<file path="src/opt_consts.svh">
`ifndef OPT_CONSTS_SVH
`define OPT_CONSTS_SVH

// ==========================================================
// Timing
`define OPT_CLK_PERIOD_NS 4
`define OPT_TICK_US       10
`define OPT_TICK_CYC      (`OPT_TICK_US * 1000 / `OPT_CLK_PERIOD_NS)
`define OPT_US_PER_TICK   32'h0000000A

// ==========================================================
// Register byte offsets
`define OPT_ADDR_CTRL     5'h00
`define OPT_ADDR_CYCLE    5'h04
`define OPT_ADDR_HIGH     5'h08
`define OPT_ADDR_REPS     5'h0C
`define OPT_ADDR_STATUS   5'h10
`define OPT_ADDR_IRQ_STAT 5'h14
`define OPT_ADDR_IRQ_CLR  5'h18
`define OPT_ADDR_IRQ_EN   5'h1C

// ==========================================================
// Field positions of the request word
`define OPT_CTRL_MODE_LSB 0
`define OPT_CTRL_LVL_BIT  4
`define OPT_CTRL_KIND_LSB 8
`define OPT_CTRL_IDX_LSB  16

// Interrupt bits
`define OPT_IRQ_DONE      0
`define OPT_IRQ_BAD       1

// Output ranges
`define OPT_DIG_FIRST     4'h8
`define OPT_DIG_LAST      4'hF
`define OPT_AXIS_LAST     4'h4
`define OPT_NUM_DIG       8
`define OPT_NUM_AXIS      5

`endif

</file>
<file path="src/opt_pkg.sv">
package opt_pkg;
  typedef enum logic [1:0] {
    OPT_MODE_OFF,
    OPT_MODE_ONCE,
    OPT_MODE_REPEAT,
    OPT_MODE_BAD
  } opt_mode_t;

  typedef enum logic [1:0] {
    OPT_KIND_DIG,
    OPT_KIND_AXIS,
    OPT_KIND_PAIR,
    OPT_KIND_BAD
  } opt_kind_t;

  typedef enum logic [1:0] {
    ST_IDLE,
    ST_ONCE,
    ST_HIGH,
    ST_LOW
  } opt_state_t;
endpackage : opt_pkg

</file>
<file path="src/opt_pulse_timer.sv">
// Notes on behaviour
// - A mode 0 request stops the timer and releases every output, whatever target it names.
// - Mode 1 drives the initial level for the cycle period, then flips it once.
// - Mode 2 holds the initial level for the high interval, flips, flips back at cycle end, repeats.
// - Time runs in 10 us ticks and requested times are divided by ten, remainder dropped.
// - Cycle period and high interval are given in microseconds.
// - A timed request starts by driving the target to its initial level.
// - Target kind 0 drives digital output 8 to 15 chosen by the index.
// - Target kind 1 drives the enable output of axis 0 to 4 chosen by the index.
// - Target kind 2 drives axis n enable together with digital output 8 plus n.
// - A read-only flag is true once the latest request has finished.
`timescale 1ns/1ps
`default_nettype none
`include "opt_consts.svh"

module opt_pulse_timer (
  input  wire logic        i_ref_clk,
  input  wire logic        i_rst_n,
  input  wire logic [4:0]  i_address,
  input  wire logic        i_read,
  input  wire logic        i_write,
  input  wire logic [31:0] i_writedata,
  output logic      [31:0] o_readdata,
  output logic             o_waitrequest,
  output logic      [7:0]  o_dig_out,
  output logic      [7:0]  o_dig_drive,
  output logic      [4:0]  o_axis_en,
  output logic      [4:0]  o_axis_drive,
  output logic             o_irq
);
  import opt_pkg::*;

  localparam logic [11:0] TICK_LAST = 12'(`OPT_TICK_CYC - 1);

  // ========================================================
  // Bus slave: one wait cycle, then the answer
  logic        take;
  logic [31:0] cyc_us;
  logic [31:0] high_us;
  logic [15:0] reps;
  logic [1:0]  irq_stat;
  logic [1:0]  irq_en;
  logic [1:0]  irq_clr;

  assign take = (i_read | i_write) & ~o_waitrequest;

  always_ff @(posedge i_ref_clk) begin
    if (!i_rst_n) begin
      o_waitrequest <= 1'b1;
    end else begin
      o_waitrequest <= ~((i_read | i_write) & o_waitrequest);
    end
  end

  always_ff @(posedge i_ref_clk) begin
    if (!i_rst_n) begin
      cyc_us  <= 32'h00000000;
      high_us <= 32'h00000000;
      reps    <= 16'h0000;
      irq_en  <= 2'h0;
    end else if (take && i_write) begin
      unique case (i_address)
        `OPT_ADDR_CYCLE:  cyc_us  <= i_writedata;
        `OPT_ADDR_HIGH:   high_us <= i_writedata;
        `OPT_ADDR_REPS:   reps    <= i_writedata[15:0];
        `OPT_ADDR_IRQ_EN: irq_en  <= i_writedata[1:0];
        default: ;
      endcase
    end
  end

  // ========================================================
  // Request decode
  logic      go;
  opt_mode_t req_mode;
  opt_kind_t req_kind;
  logic [3:0] req_idx;
  logic       req_lvl;
  logic       tgt_ok;
  logic [7:0] next_dmask;
  logic [4:0] next_emask;

  assign go       = take & i_write & (i_address == `OPT_ADDR_CTRL);
  assign req_mode = opt_mode_t'(i_writedata[`OPT_CTRL_MODE_LSB +: 2]);
  assign req_kind = opt_kind_t'(i_writedata[`OPT_CTRL_KIND_LSB +: 2]);
  assign req_idx  = i_writedata[`OPT_CTRL_IDX_LSB +: 4];
  assign req_lvl  = i_writedata[`OPT_CTRL_LVL_BIT];

  always_comb begin
    next_dmask = 8'h00;
    next_emask = 5'h00;
    tgt_ok     = 1'b0;
    unique case (req_kind)
      OPT_KIND_DIG: begin
        tgt_ok     = (req_idx >= `OPT_DIG_FIRST);
        next_dmask = 8'h01 << req_idx[2:0];
      end
      OPT_KIND_AXIS: begin
        tgt_ok     = (req_idx <= `OPT_AXIS_LAST);
        next_emask = 5'(5'h01 << req_idx[2:0]);
      end
      OPT_KIND_PAIR: begin
        tgt_ok     = (req_idx <= `OPT_AXIS_LAST);
        next_emask = 5'(5'h01 << req_idx[2:0]);
        next_dmask = 8'h01 << req_idx[2:0];
      end
      OPT_KIND_BAD: tgt_ok = 1'b0;
    endcase
    if (!tgt_ok) begin
      next_dmask = 8'h00;
      next_emask = 5'h00;
    end
  end

  logic start;
  logic stop;
  logic bad;
  assign stop  = go & (req_mode == OPT_MODE_OFF);
  assign start = go & tgt_ok & (req_mode == OPT_MODE_ONCE || req_mode == OPT_MODE_REPEAT);
  assign bad   = go & ~stop & ~start;

  // ========================================================
  // Timer core
  opt_state_t  state;
  logic [11:0] pre_cnt;
  logic [31:0] tcnt;
  logic [31:0] cyc_t;
  logic [31:0] high_t;
  logic [31:0] target;
  logic [15:0] reps_left;
  logic        lvl;
  logic        done;
  logic        tick;
  logic        expire;
  logic        fin;

  assign tick = (state != ST_IDLE) & (pre_cnt == TICK_LAST);

  // A high interval at or above the period leaves a low phase of one tick
  always_comb begin
    unique case (state)
      ST_HIGH: target = high_t;
      ST_LOW:  target = (cyc_t > high_t) ? cyc_t - high_t : 32'h00000000;
      default: target = cyc_t;
    endcase
  end

  assign expire = tick & ((tcnt + 32'h00000001) >= target);
  assign fin    = expire & ((state == ST_ONCE) | ((state == ST_LOW) & (reps_left == 16'h0001)));

  always_ff @(posedge i_ref_clk) begin
    if (!i_rst_n) begin
      state        <= ST_IDLE;
      pre_cnt      <= 12'h000;
      tcnt         <= 32'h00000000;
      cyc_t        <= 32'h00000000;
      high_t       <= 32'h00000000;
      reps_left    <= 16'h0000;
      lvl          <= 1'b0;
      done         <= 1'b1;
      o_dig_drive  <= 8'h00;
      o_axis_drive <= 5'h00;
    end else if (stop) begin
      state        <= ST_IDLE;
      o_dig_drive  <= 8'h00;
      o_axis_drive <= 5'h00;
      done         <= 1'b1;
    end else if (start) begin
      // Divide at load time so the running path only compares
      cyc_t        <= cyc_us / `OPT_US_PER_TICK;
      high_t       <= high_us / `OPT_US_PER_TICK;
      reps_left    <= (reps == 16'h0000) ? 16'h0001 : reps;
      lvl          <= req_lvl;
      o_dig_drive  <= next_dmask;
      o_axis_drive <= next_emask;
      pre_cnt      <= 12'h000;
      tcnt         <= 32'h00000000;
      done         <= 1'b0;
      state        <= (req_mode == OPT_MODE_ONCE) ? ST_ONCE : ST_HIGH;
    end else if (state != ST_IDLE) begin
      pre_cnt <= tick ? 12'h000 : pre_cnt + 12'h001;
      tcnt    <= expire ? 32'h00000000 : (tick ? tcnt + 32'h00000001 : tcnt);
      if (expire) begin
        lvl <= ~lvl;
        unique case (state)
          ST_ONCE: state <= ST_IDLE;
          ST_HIGH: state <= ST_LOW;
          ST_LOW: begin
            reps_left <= reps_left - 16'h0001;
            state     <= (reps_left == 16'h0001) ? ST_IDLE : ST_HIGH;
          end
          default: state <= ST_IDLE;
        endcase
        if (fin) begin
          done <= 1'b1;
        end
      end
    end
  end

  // ========================================================
  // Output pins; a released pin rests low
  genvar g;
  for (g = 0; g < `OPT_NUM_DIG; g++) begin : g_dig
    always_ff @(posedge i_ref_clk) begin
      if (!i_rst_n) begin
        o_dig_out[g] <= 1'b0;
      end else begin
        o_dig_out[g] <= o_dig_drive[g] & lvl;
      end
    end
  end
  for (g = 0; g < `OPT_NUM_AXIS; g++) begin : g_axis
    always_ff @(posedge i_ref_clk) begin
      if (!i_rst_n) begin
        o_axis_en[g] <= 1'b0;
      end else begin
        o_axis_en[g] <= o_axis_drive[g] & lvl;
      end
    end
  end

  // ========================================================
  // Interrupts: a new event wins over a clear in the same cycle
  assign irq_clr = (take && i_write && i_address == `OPT_ADDR_IRQ_CLR) ? i_writedata[1:0] : 2'h0;

  always_ff @(posedge i_ref_clk) begin
    if (!i_rst_n) begin
      irq_stat <= 2'h0;
      o_irq    <= 1'b0;
    end else begin
      irq_stat <= (irq_stat & ~irq_clr) | {bad, fin};
      o_irq    <= |(irq_stat & irq_en);
    end
  end

  // ========================================================
  // Read data, loaded while the wait cycle is shown
  always_ff @(posedge i_ref_clk) begin
    if (!i_rst_n) begin
      o_readdata <= 32'h00000000;
    end else if (i_read && o_waitrequest) begin
      unique case (i_address)
        `OPT_ADDR_CYCLE:    o_readdata <= cyc_us;
        `OPT_ADDR_HIGH:     o_readdata <= high_us;
        `OPT_ADDR_REPS:     o_readdata <= {16'h0000, reps};
        `OPT_ADDR_STATUS:   o_readdata <= {29'h00000000, lvl, state != ST_IDLE, done};
        `OPT_ADDR_IRQ_STAT: o_readdata <= {30'h00000000, irq_stat};
        `OPT_ADDR_IRQ_EN:   o_readdata <= {30'h00000000, irq_en};
        default:            o_readdata <= 32'h00000000;
      endcase
    end
  end

  // ========================================================
  // Checks
  property p_stop;
    @(posedge i_ref_clk) disable iff (!i_rst_n)
      stop |=> state == ST_IDLE && o_dig_drive == 8'h00 && o_axis_drive == 5'h00;
  endproperty
  a_stop: assert property (p_stop) else $error("stop did not release");

  property p_once;
    @(posedge i_ref_clk) disable iff (!i_rst_n)
      (state == ST_ONCE && expire && !go) |=> done && lvl != $past(lvl);
  endproperty
  a_once: assert property (p_once) else $error("single shot end wrong");

  property p_high_low;
    @(posedge i_ref_clk) disable iff (!i_rst_n)
      (state == ST_HIGH && expire && !go) |=> state == ST_LOW && lvl != $past(lvl);
  endproperty
  a_high_low: assert property (p_high_low) else $error("high phase end wrong");

  property p_tick;
    @(posedge i_ref_clk) disable iff (!i_rst_n)
      (tick && !go) |=> pre_cnt == 12'h000 ##1 !tick [*8];
  endproperty
  a_tick: assert property (p_tick) else $error("tick spacing wrong");

  property p_conv;
    @(posedge i_ref_clk) disable iff (!i_rst_n)
      start |=> cyc_t == $past(cyc_us) / 32'h0000000A && high_t == $past(high_us) / 32'h0000000A;
  endproperty
  a_conv: assert property (p_conv) else $error("us to tick wrong");

  property p_init;
    @(posedge i_ref_clk) disable iff (!i_rst_n)
      start |=> lvl == $past(req_lvl);
  endproperty
  a_init: assert property (p_init) else $error("initial level wrong");

  property p_dig;
    @(posedge i_ref_clk) disable iff (!i_rst_n)
      (start && req_kind == OPT_KIND_DIG) |=>
        o_dig_drive == (8'h01 << ($past(req_idx) - 4'h8)) && o_axis_drive == 5'h00;
  endproperty
  a_dig: assert property (p_dig) else $error("digital select wrong");

  property p_axis;
    @(posedge i_ref_clk) disable iff (!i_rst_n)
      (start && req_kind == OPT_KIND_AXIS) |=> o_dig_drive == 8'h00 && $onehot(o_axis_drive);
  endproperty
  a_axis: assert property (p_axis) else $error("axis select wrong");

  property p_pair;
    @(posedge i_ref_clk) disable iff (!i_rst_n)
      (start && req_kind == OPT_KIND_PAIR) |=> o_dig_drive[4:0] == o_axis_drive && $onehot(o_axis_drive)
        ##1 o_dig_out[4:0] == o_axis_en;
  endproperty
  a_pair: assert property (p_pair) else $error("pair select wrong");

  property p_flag;
    @(posedge i_ref_clk) disable iff (!i_rst_n)
      done == (state == ST_IDLE);
  endproperty
  a_flag: assert property (p_flag) else $error("done flag disagrees");

  property p_clear;
    @(posedge i_ref_clk) disable iff (!i_rst_n)
      start |=> !done;
  endproperty
  a_clear: assert property (p_clear) else $error("done not cleared");

  property p_cv_once;
    @(posedge i_ref_clk) disable iff (!i_rst_n) state == ST_ONCE && fin;
  endproperty
  c_cv_once: cover property (p_cv_once);

  property p_cv_rep;
    @(posedge i_ref_clk) disable iff (!i_rst_n) state == ST_LOW && fin;
  endproperty
  c_cv_rep: cover property (p_cv_rep);

  property p_cv_bad;
    @(posedge i_ref_clk) disable iff (!i_rst_n) bad;
  endproperty
  c_cv_bad: cover property (p_cv_bad);

endmodule : opt_pulse_timer

`default_nettype wire

</file>
<file path="config.mk">
export PLATFORM = sky130hd
export DESIGN_NAME = opt_pulse_timer
export DESIGN_NICKNAME = d
export VERILOG_FILES = /design/src/opt_pkg.sv /design/src/opt_pulse_timer.sv
export VERILOG_INCLUDE_DIRS = /design/src
export SDC_FILE = /design/constraint.sdc
export NUM_CORES = 1
export LEC_CHECK = 0
export ABC_CLOCK_PERIOD_IN_PS = 31000
export BUFFER_PORTS_ARGS = -buffer_cell sky130_fd_sc_hd__buf_2
export CORE_ASPECT_RATIO = 1.2
export CORE_MARGIN = 8
export CORE_UTILIZATION = 65
export DETAILED_ROUTE_END_ITERATION = 8
export PLACE_DENSITY_LB_ADDON = 0.1
export SETUP_SLACK_MARGIN = 0.1
export SYNTH_ARGS = -nofsm -noshare
export SYNTH_HDL_FRONTEND = slang
export SYNTH_SLANG_ARGS = --single-unit
</file>
<file path="constraint.sdc">
create_clock -name i_ref_clk -period 31 [get_ports i_ref_clk]
set_input_delay 3.1 -clock i_ref_clk [delete_from_list [all_inputs] [get_ports i_ref_clk]]
set_output_delay 3.1 -clock i_ref_clk [all_outputs]
set_load 0.01 [all_outputs]
</file>
Word level (Yosys, flattened, before mapping)
Cells that the tools add are included.
Operators by class
  $add $sub $neg: 4
  div/mod/pow operators: 2
  $lt $le $gt $ge: 4
  equal/unequal tests: 17
  shift-type cells: 2
  muxes and demuxes: 34
  bitwise logic cells: 38
  reduce and logical (&&, ||, !) cells: 29
Operator list (number)
  $pmux W32 S6: 1
  $mux W32: 5
  $mux W16: 5
  $div A32 B4 Y32 const B: 2
  $pmux W32 S2: 1
  $mux W12: 3
  $add A32 B1 Y32 const B: 1
  $ge A32 B32 Y1: 1
  $gt A32 B32 Y1: 1
  $sub A32 B32 Y32: 1
  $and A1 B1 Y1: 26
  $eq A5 B5 Y1 const B: 4
  $eq A16 B1 Y1 const B: 1
  $logic_not A16 Y1: 1
  $mux W8: 2
  $sub A16 B1 Y16 const B: 1
  $reduce_and A2 Y1: 7
  $add A12 B1 Y12 const B: 1
  $eq A12 B12 Y1 const B: 1
  $mux W2: 6
  $eq A2 B2 Y1 const B: 5
  $eq A5 B4 Y1 const B: 2
  $mux W5: 2
  $reduce_bool A2 Y1: 5
  22 further kinds: 45
Storage, ports and cells
  register bits: 272
  output and inout port bits: 60
  word-level logic and storage cells: 161

Logic depth before layout (Yosys ltp)
Gate-level depths: netlist of the first run.
  depth in word-level cells: 10
  mapped depth: 77
  gate-level depth less buffers: 74

Worst setup path after synthesis of the first run
OpenSTA, ideal clock, no wires.
  path type: register -> register
  start point: register cyc_t[0]
  end point: register tcnt[24]
  data arrival time: 10276 ps
  required time: 30941 ps
  setup slack: 20665 ps
  stages on the path, launching flop included: 77
  path buffers: 4
  path through: dfxtp_1 -> inv_1 -> ha_1 -> inv_1 -> fa_1 -> a21oi_1 -> nor2_1 -> nor2_1 -> o21ai_0 -> a21oi_1 -> o21ai_0 -> a21oi_1 -> o21ai_0 -> a21oi_1 -> o21ai_0 -> a21oi_1 -> o21bai_1 -> a21oi_1 -> [... 41 more ...] -> o31ai_1 -> a21o_1 -> a21o_1 -> a21o_1 -> a21o_1 -> a21oi_1 -> nor2b_1 -> o21ai_0 -> nand2b_1 -> a21oi_1 -> nor2b_1 -> or2_2 -> clkbuf_1 -> nor2_1 -> clkbuf_1 -> nand2_1 -> o21ai_0 -> and2_1
On the way
  longest elaborated chain between the ends: 8
  elaborated cells between the ends (all ways): 11
Ends and longest elaborated chain
  start, declared: line opt_pulse_timer.sv:127  | logic [31:0] cyc_t;
  start signal, assigned: line opt_pulse_timer.sv:170  | cyc_t <= cyc_us / `OPT_US_PER_TICK;
  $sub A32 B32 Y32 or $gt A32 B32 Y1 (tied branches): line opt_pulse_timer.sv:143  | ST_LOW: target = (cyc_t > high_t) ? cyc_t - high_t : 32'h00000000;
  $mux W32: line opt_pulse_timer.sv:143
  $pmux W32 S2 (*): line opt_pulse_timer.sv:141  | unique case (state)
  $ge A32 B32 Y1 (*): line opt_pulse_timer.sv:148  | assign expire = tick & ((tcnt + 32'h00000001) >= target);
  $and A1 B1 Y1 (*): line opt_pulse_timer.sv:148
  $mux W32: line opt_pulse_timer.sv:182  | tcnt <= expire ? 32'h00000000 : (tick ? tcnt + 32'h00000001 : tcnt);
  $mux W32: line opt_pulse_timer.sv:180  | end else if (state != ST_IDLE) begin
  $mux W32: line opt_pulse_timer.sv:168  | end else if (start) begin
  end signal, assigned: line opt_pulse_timer.sv:182
  end, declared: line opt_pulse_timer.sv:126  | logic [31:0] tcnt;
Mark *: on every way between the ends. The rest lies on a longest branch, timed or not. The select of a mux whose other input is x is not followed.
A chain may end at the register's enable or synchronous reset.

Worst setup path after layout of the first run
  start point: register high_us[29]
  end point: register high_t[0]
On the way
  longest elaborated chain between the ends: 1
Ends and longest elaborated chain
  start, declared: line opt_pulse_timer.sv:39  | logic [31:0] high_us;
  start signal, assigned: line opt_pulse_timer.sv:64  | `OPT_ADDR_HIGH: high_us <= i_writedata;
  $div A32 B4 Y32 (no line)
  end signal, assigned: line opt_pulse_timer.sv:171  | high_t <= high_us / `OPT_US_PER_TICK;
  end, declared: line opt_pulse_timer.sv:128  | logic [31:0] high_t;
Every way passes these cells.

==> qor.yml, run 1 <==
clock_tree:
  clk_latency_ns: 0.60
  post_cts_resized: 0
  cts_hold_buffers: 0
  cts_tree: "built"
  clock-sinks: 266
  cts_root_buffer: "clkbuf_16"
  cts_buffer_depth: 3
  cts_max_level: 1
  cts_made_buffers: 31
  cts_setup_buffers: 0
  clk_pin_slew_ns: 0.07
yosys:
  synth.most_common_cell: "nand2_1"
  synth_xor_area_frac: 0.0356
  ys_seq_area_frac: 0.228
  synth-seq-cells: 266
  synth-edff-count: 0
  synth_compound_area_frac: 0.348
  synth_common_cells: "nand2_1, dfxtp_1, nor2_1"
  synth_area_um2: 23300
  synthAdderAreaFrac: 0.0411
  synth-async-reset-ratio: 0
  yosysWarnings: 0
  synth_ff_type: "dfxtp_1"
  syn_inst: 3181
  ys_types: 135
  synth_top_family_by_area: "compound AO/OA/AOI/OAI gates"
  syn_nets: 3293
  synthMuxAreaShare: 0.0188
  yosysTopAreaCell: "dfxtp_1"
  yosys.area_share.simple: 0.266
  synthTopCellsByArea: "dfxtp_1, nand2_1, o21ai_0"
  syn_area_per_cell_um2: 7.33
  synth_top_area_frac: 0.228
drt:
  detail-route-antenna-nets: 0
  drcViolationCount: 0
  drt_iter0_markers: 2582
  wirelength_um: 74000
  viasPerCell: 6.92
  dr.pass1.iters: 5
  wl_per_cell_um: 20.6
  vias: 24829
worst_setup_path:
  path_max_fanout: 17
  crit_cells: 36
  cp.arrival_ns: 13.20
  critical_path.max_stage_delay_ns: 0.88
  cp_common_cell: "nor2_1"
  end_kind: "register"
  critical-path-top-delay-family: "compound AO/OA/AOI/OAI gates"
  slowest_stage: "nor3_1"
  critPathLaunchType: "register"
  crit_type: "register to register"
  reg2regPathDepth: 36
  cp.required_ns: 31.52
  crit_buf_inv: 0
layout:
  drive_above_1_share: 0.102
  area_delta_synth_final_pct: 5.90
  nFillCells: 2954
  seq_area_um2: 5330
  n_antenna_cell: 0
  fin_nets: 3208
  multi_input_area_um2: 16600
  finalNonFillerCells: 3588
floorplanning:
  num_rows: 76
  core_area_um2: 35700
  fp.dieArea_um2: 42200
  die_x_um: 189
  die_height_um: 224
  initial_core_util: 0.654
  num_io_pins: 101
global_route:
  grt_pass1_wl_um: 119000
  antenna_found_initial: 0
  overflow: 0
  grt_use_total: 0.331
  grt_pass1_vias: 23235
  grt_max_degree: 158
power:
  leakage_uw: 0.00915
  vdd_drop_max_mv: 0.0518
  power_uw: 1060
  powerDensity_nw_per_um2: 43.0
timing:
  fin_skew_ns: 0.0138
  slew_viol_final: 0
  finalHoldViolations: 0
  fmax_ghz: 0.0788
  holdWs_ns: 0.472
  period_minus_slack_ns: 12.69
  final.setup.tns_ns: 0
  rsz0062_at_grt: "false"
  finalCritPeriodShare: 0.409
  worst_pin_slew_ns: 1.23
  finalSetupViolations: 0
  max_slew_margin: 0.174
min_path:
  hold_depth: 2
  hold_class: "register to register"
outcome:
  status: "completed"
job:
  drv_cap: 0
place:
  io_buffer_count: 100
  gp_congestion: 0.970
  dp_cells: 3531
  hpwl_um: 52800
==> sequential cells by signal (all words and copies together) (netlist names), 16 cells and up <==
signal / flops
cyc_us: 32
high_us: 32
o_readdata: 32
tcnt: 32
cyc_t: 29
high_t: 29
reps: 16
reps_left: 16
==> final cells by class <==
cell class / instances / area share
Clock inverter: 21 / 0.0115
Sequential cell: 266 / 0.216
Tap cell: 468 / 0.0237
Clock buffer: 36 / 0.0338
Inverter: 112 / 0.0170
Timing Repair Buffer: 118 / 0.0260
Multi-Input combinational cell: 2567 / 0.672
==> worst paths after layout <==
kind / from / endpoint / slack, ns
worst max-delay path: high_us[29] / high_t[0] / 18.31
worst min-delay path: high_t[28] / high_t[28] / 0.47
worst max register to register: high_us[29] / high_t[0] / 18.31
worst min register to register: high_t[28] / high_t[28] / 0.47
==> power by group <==
part / total, uW / switching [uW] / internal (uW)
sequential: 344 / 1.28 / 342
clock: 402 / 160 / 243
combinational: 316 / 200 / 116
total: 1060 / 361 / 701
==> routing by layer <==
| layer | vias up | routed length, um | global-route usage |
|---|---|---|---|
| li1 | 11690 | - | - |
| met1 | 11675 | 29800 | 0.410 |
| met2 | 1222 | 34700 | 0.551 |
| met3 | 242 | 5790 | 0.0493 |
| met4 | 0 | 3730 | 0.171 |
| met5 | - | 0 | 0 |
==> worst reg2reg max path, delay by kind of cell (launching register included) <==
kind	cells	cell delay, ns
AND/OR/NAND/NOR	14	5.87
flip-flops	1	0.62
AO/OA/AOI/OAI	22	6.15
==> metrics by stage <==
stage	worst slack [ns]	area, um^2	utilization
after CTS	18.61	24700	0.693
after floorplan	20.67	23300	-
after detailed placement	18.63	23600	0.662
after global routing	17.27	24700	0.693
after global placement	19.15	23600	0.662
final	18.31	24700	0.693
==> cell usage in the layout, fill, tap and decap left out, types with 39 or more instances in the layout <==
| cell | n |
|---|---|
| a21boi_0 | 122 |
| a21oi_1 | 169 |
| a22oi_1 | 48 |
| a31oi_1 | 39 |
| and2_1 | 58 |
| and3_1 | 51 |
| buf_2 | 99 |
| dfxtp_1 | 265 |
| ha_1 | 70 |
| inv_1 | 98 |
| nand2_1 | 456 |
| nand3_1 | 110 |
| nand4_1 | 51 |
| nor2_1 | 214 |
| nor2b_1 | 43 |
| nor3_1 | 85 |
| o211ai_1 | 45 |
| o21ai_0 | 184 |
| o221ai_1 | 40 |
| xnor2_1 | 58 |
==> kinds of logic (layout without fill, tap and decap cells) <==
kind of cell / after synthesis / in the layout
DFF: 266 / 266
and+or+nand+nor: 1265 / 1265
other: 1 / 1
muxes: 37 / 37
buffers and inverters: 348 / 287
AOI/OAI and AO/OA: 1093 / 1093
xor gates and xnor gates: 94 / 94
adders and majority gates: 77 / 77
(Power assumes the default switching activity.)
==> run 2: changes to the inputs <==
--- a/config.mk
+++ b/config.mk
@@ -6,11 +6,12 @@
 export SDC_FILE = /design/constraint.sdc
 export NUM_CORES = 1
 export LEC_CHECK = 0
-export ABC_CLOCK_PERIOD_IN_PS = 31000
+export ABC_AREA = 1
+export ABC_CLOCK_PERIOD_IN_PS = 12000
 export BUFFER_PORTS_ARGS = -buffer_cell sky130_fd_sc_hd__buf_2
 export CORE_ASPECT_RATIO = 1.2
 export CORE_MARGIN = 8
-export CORE_UTILIZATION = 65
+export CORE_UTILIZATION = 63
 export DETAILED_ROUTE_END_ITERATION = 8
 export PLACE_DENSITY_LB_ADDON = 0.1
 export SETUP_SLACK_MARGIN = 0.1
==> constraint.sdc (replaced) <==
create_clock -name i_ref_clk -period 12 [get_ports i_ref_clk]
set_input_delay 1.2 -clock i_ref_clk [delete_from_list [all_inputs] [get_ports i_ref_clk]]
set_output_delay 1.2 -clock i_ref_clk [all_outputs]
set_load 0.01 [all_outputs]
==> qor.yml, run 2 <==
global_route:
  grt_max_degree: 102  # -35%
  grt.busiest_layer: "met2"
  grt_pass1_wl_um: 89700  # -25%
  grt_use_total: 0.298  # -0.0329
  met3_usage: 0.0294  # -0.0199
  grt_pass1_vias: 18174  # -22%
  overflow: 0  # unchanged
  antenna_found_initial: 0  # unchanged
  use_met2: 0.512  # -0.0392
  met1_usage: 0.379  # -0.0302
clock_tree:
  clock-sinks: 266  # unchanged
  cts_setup_buffers: 0  # unchanged
  cts_buffer_depth: 3  # unchanged
  cts_max_level: 1  # unchanged
  cts_tree: "built"
  cts_hold_buffers: 0  # unchanged
  clk_pin_slew_ns: 0.06  # about the same
  cts_made_buffers: 29  # -6.5%
  post_cts_resized: 0  # unchanged
  clk_latency_ns: 0.57  # -0.03 ns
  cts_root_buffer: "clkbuf_16"
layout:
  fin_util: 0.700  # +0.00692
  n_antenna_cell: 0  # unchanged
  final_cell_mix: "nand2_1, inv_1, dfxtp_1, a21oi_1, nand3_1"
  fin_nets: 2979  # -7.1%
  final_common_cell: "nand2_1"
  area_delta_synth_final_pct: 9.22
  drive_above_1_share: 0.197  # +0.0952
  nFillCells: 2576  # -13%
floorplanning:
  fp.dieArea_um2: 35900  # -15%
  num_io_pins: 101  # unchanged
  num_rows: 69  # -9.2%
  die_height_um: 206  # -7.8%
  die_x_um: 174  # -7.7%
  initial_core_util: 0.641  # -0.0136
  core_area_um2: 29600  # -17%
worst_setup_path:
  critPathLaunchType: "register"
  slowest_stage: "dfxtp_1"
  end_kind: "register"
  cp.arrival_ns: 11.02  # -2.18 ns
  r2r-start: "high_us[31]"
  cp.required_ns: 12.47  # -19.05 ns
  r2r_end: "high_t[0]"
  critical-path-top-delay-family: "simple AND/OR/NAND/NOR gates"
  r2r_slack_ns: 1.44  # -16.87 ns
  crit_type: "register to register"
  cp_common_cell: "nand2_2"
  crit_buf_inv: 11  # +11
  critical_path.max_stage_delay_ns: 0.52  # -0.36 ns
  path_max_fanout: 7  # -10
  reg2regPathDepth: 112  # +210%
outcome:
  status: "completed"
drt:
  wl_per_cell_um: 16.7  # -19%
  viasPerCell: 5.83  # -16%
  drcViolationCount: 0  # unchanged
  dr.pass1.iters: 6  # +1
  wirelength_um: 54900  # -26%
  vias: 19092  # -23%
  drt_iter0_markers: 1765  # -32%
  detail-route-antenna-nets: 0  # unchanged
timing:
  fmax_ghz: 0.0947  # +20%
  finalSetupViolations: 0  # unchanged
  slew_viol_final: 0  # unchanged
  fin_skew_ns: 0.0149  # +0.00112 ns
  rsz0062_at_grt: "false"
  finalCritPeriodShare: 0.880  # +0.470
  period_minus_slack_ns: 10.56  # -2.13 ns
  finalHoldViolations: 0  # unchanged
  max_slew_margin: 0.249  # +0.0751
  final.setup.tns_ns: 0  # unchanged
  worst_pin_slew_ns: 1.12  # -0.114 ns
yosys:
  synth_area_um2: 19000  # -19%
  synth-async-reset-ratio: 0  # unchanged
  synth_top_area_frac: 0.281  # +0.0524
  synth_common_cells: "nand2_1, inv_1, dfxtp_1"
  yosysWarnings: 0  # unchanged
  synth_ff_type: "dfxtp_1"
  syn_nets: 2926  # -11%
  synth.most_common_cell: "nand2_1"
  ys_types: 60  # -56%
  synthTopCellsByArea: "dfxtp_1, nand2_1, inv_1"
  synth-seq-cells: 266  # unchanged
  yosysTopAreaCell: "dfxtp_1"
  synth-edff-count: 0  # unchanged
  syn_area_per_cell_um2: 6.74  # -8.1%
  ys_seq_area_frac: 0.281  # +0.0524
  syn_inst: 2814  # -12%
place:
  hpwl_um: 40600  # -23%
  gp_congestion: 0.941  # -3.0%
  io_buffer_count: 100  # unchanged
min_path:
  hold_class: "register to register"
  hold_depth: 1  # -1
  min_to: "o_waitrequest"
  hp-start: "o_waitrequest"
job:
  drv_cap: 0  # unchanged
run 2: cell count changes in the layout (fill, tap and decap cells not counted), sizes merged, moves of 44 or more:
cell / delta
and2: -58
a22oi: -50
nor2b: -44
nor2: -126
nor3: -73
a21boi: -124
and3: -49
a21oi: +70
nand2: +348
inv: +293
nand3: +177
run 2: final cells by class:
class / count / area, um^2 / area share
sequential: 266 / 5330 / 0.257
clock inverter: 5 / 80.1 / 0.00386
timing repair buffer: 118 / 638 / 0.0308
clock buffer: 46 / 870 / 0.0420
tap: 390 / 488 / 0.0235
inverter: 400 / 1530 / 0.0740
multi-input combinational: 2052 / 11800 / 0.569
run 2: cells by family (layout without fill, tap and decap cells):
| kind of cell | count (synthesis) | after routing | synth area share |
|---|---|---|---|
| simple gates | 1278 | 1278 | 0.349 |
| buf+inv | 496 | 569 | 0.101 |
| flops | 266 | 266 | 0.281 |
| fa+ha+maj | 71 | 71 | 0.0472 |
| xor+xnor | 71 | 71 | 0.0336 |
| other cells | 1 | 1 | 0.000198 |
| compound gates | 631 | 631 | 0.189 |
run 2: worst max-delay path by stage:
stage | startpoint | endpoint | slack [ns] | cells after the start
3_5_place_dp | high_us[31] | high_t[0] | 1.65 | 117
3_3_place_gp | high_us[31] | high_t[0] | 2.06 | 117
2_1_floorplan | high_us[31] | high_t[0] | 3.04 | 117
6_report | high_us[31] | high_t[0] | 1.44 | 112
5_1_grt | cyc_us[31] | cyc_t[0] | 0.38 | 121
4_1_cts | high_us[31] | high_t[0] | 1.56 | 115
run 2: per-layer routing:
layer / part of all wire / up-vias / wire (um)
li1: - / 9425 / -
met1: 0.43 / 8871 / 23700
met2: 0.47 / 691 / 25700
met3: 0.067 / 105 / 3690
met4: 0.033 / 0 / 1810
met5: 0 / - / 0
run 2: metrics by stage:
stage | setup slack [ns] | hold WS [ns] | cells | area [um^2]
floorplan | 3.04 | 0.442 | 2814 | 19000
global placement | 2.06 | 0.435 | 3226 | 19800
detailed placement | 1.65 | 0.445 | 3226 | 19800
CTS | 1.56 | 0.460 | 3277 | 20700
global route | 0.380 | 0.481 | 3277 | 20700
finish | 1.44 | 0.458 | 3277 | 20700
Power of run 2 is left out: the tool's default activity adds up to more than one toggle a clock period on the data nets, which glitch-free logic cannot reach.
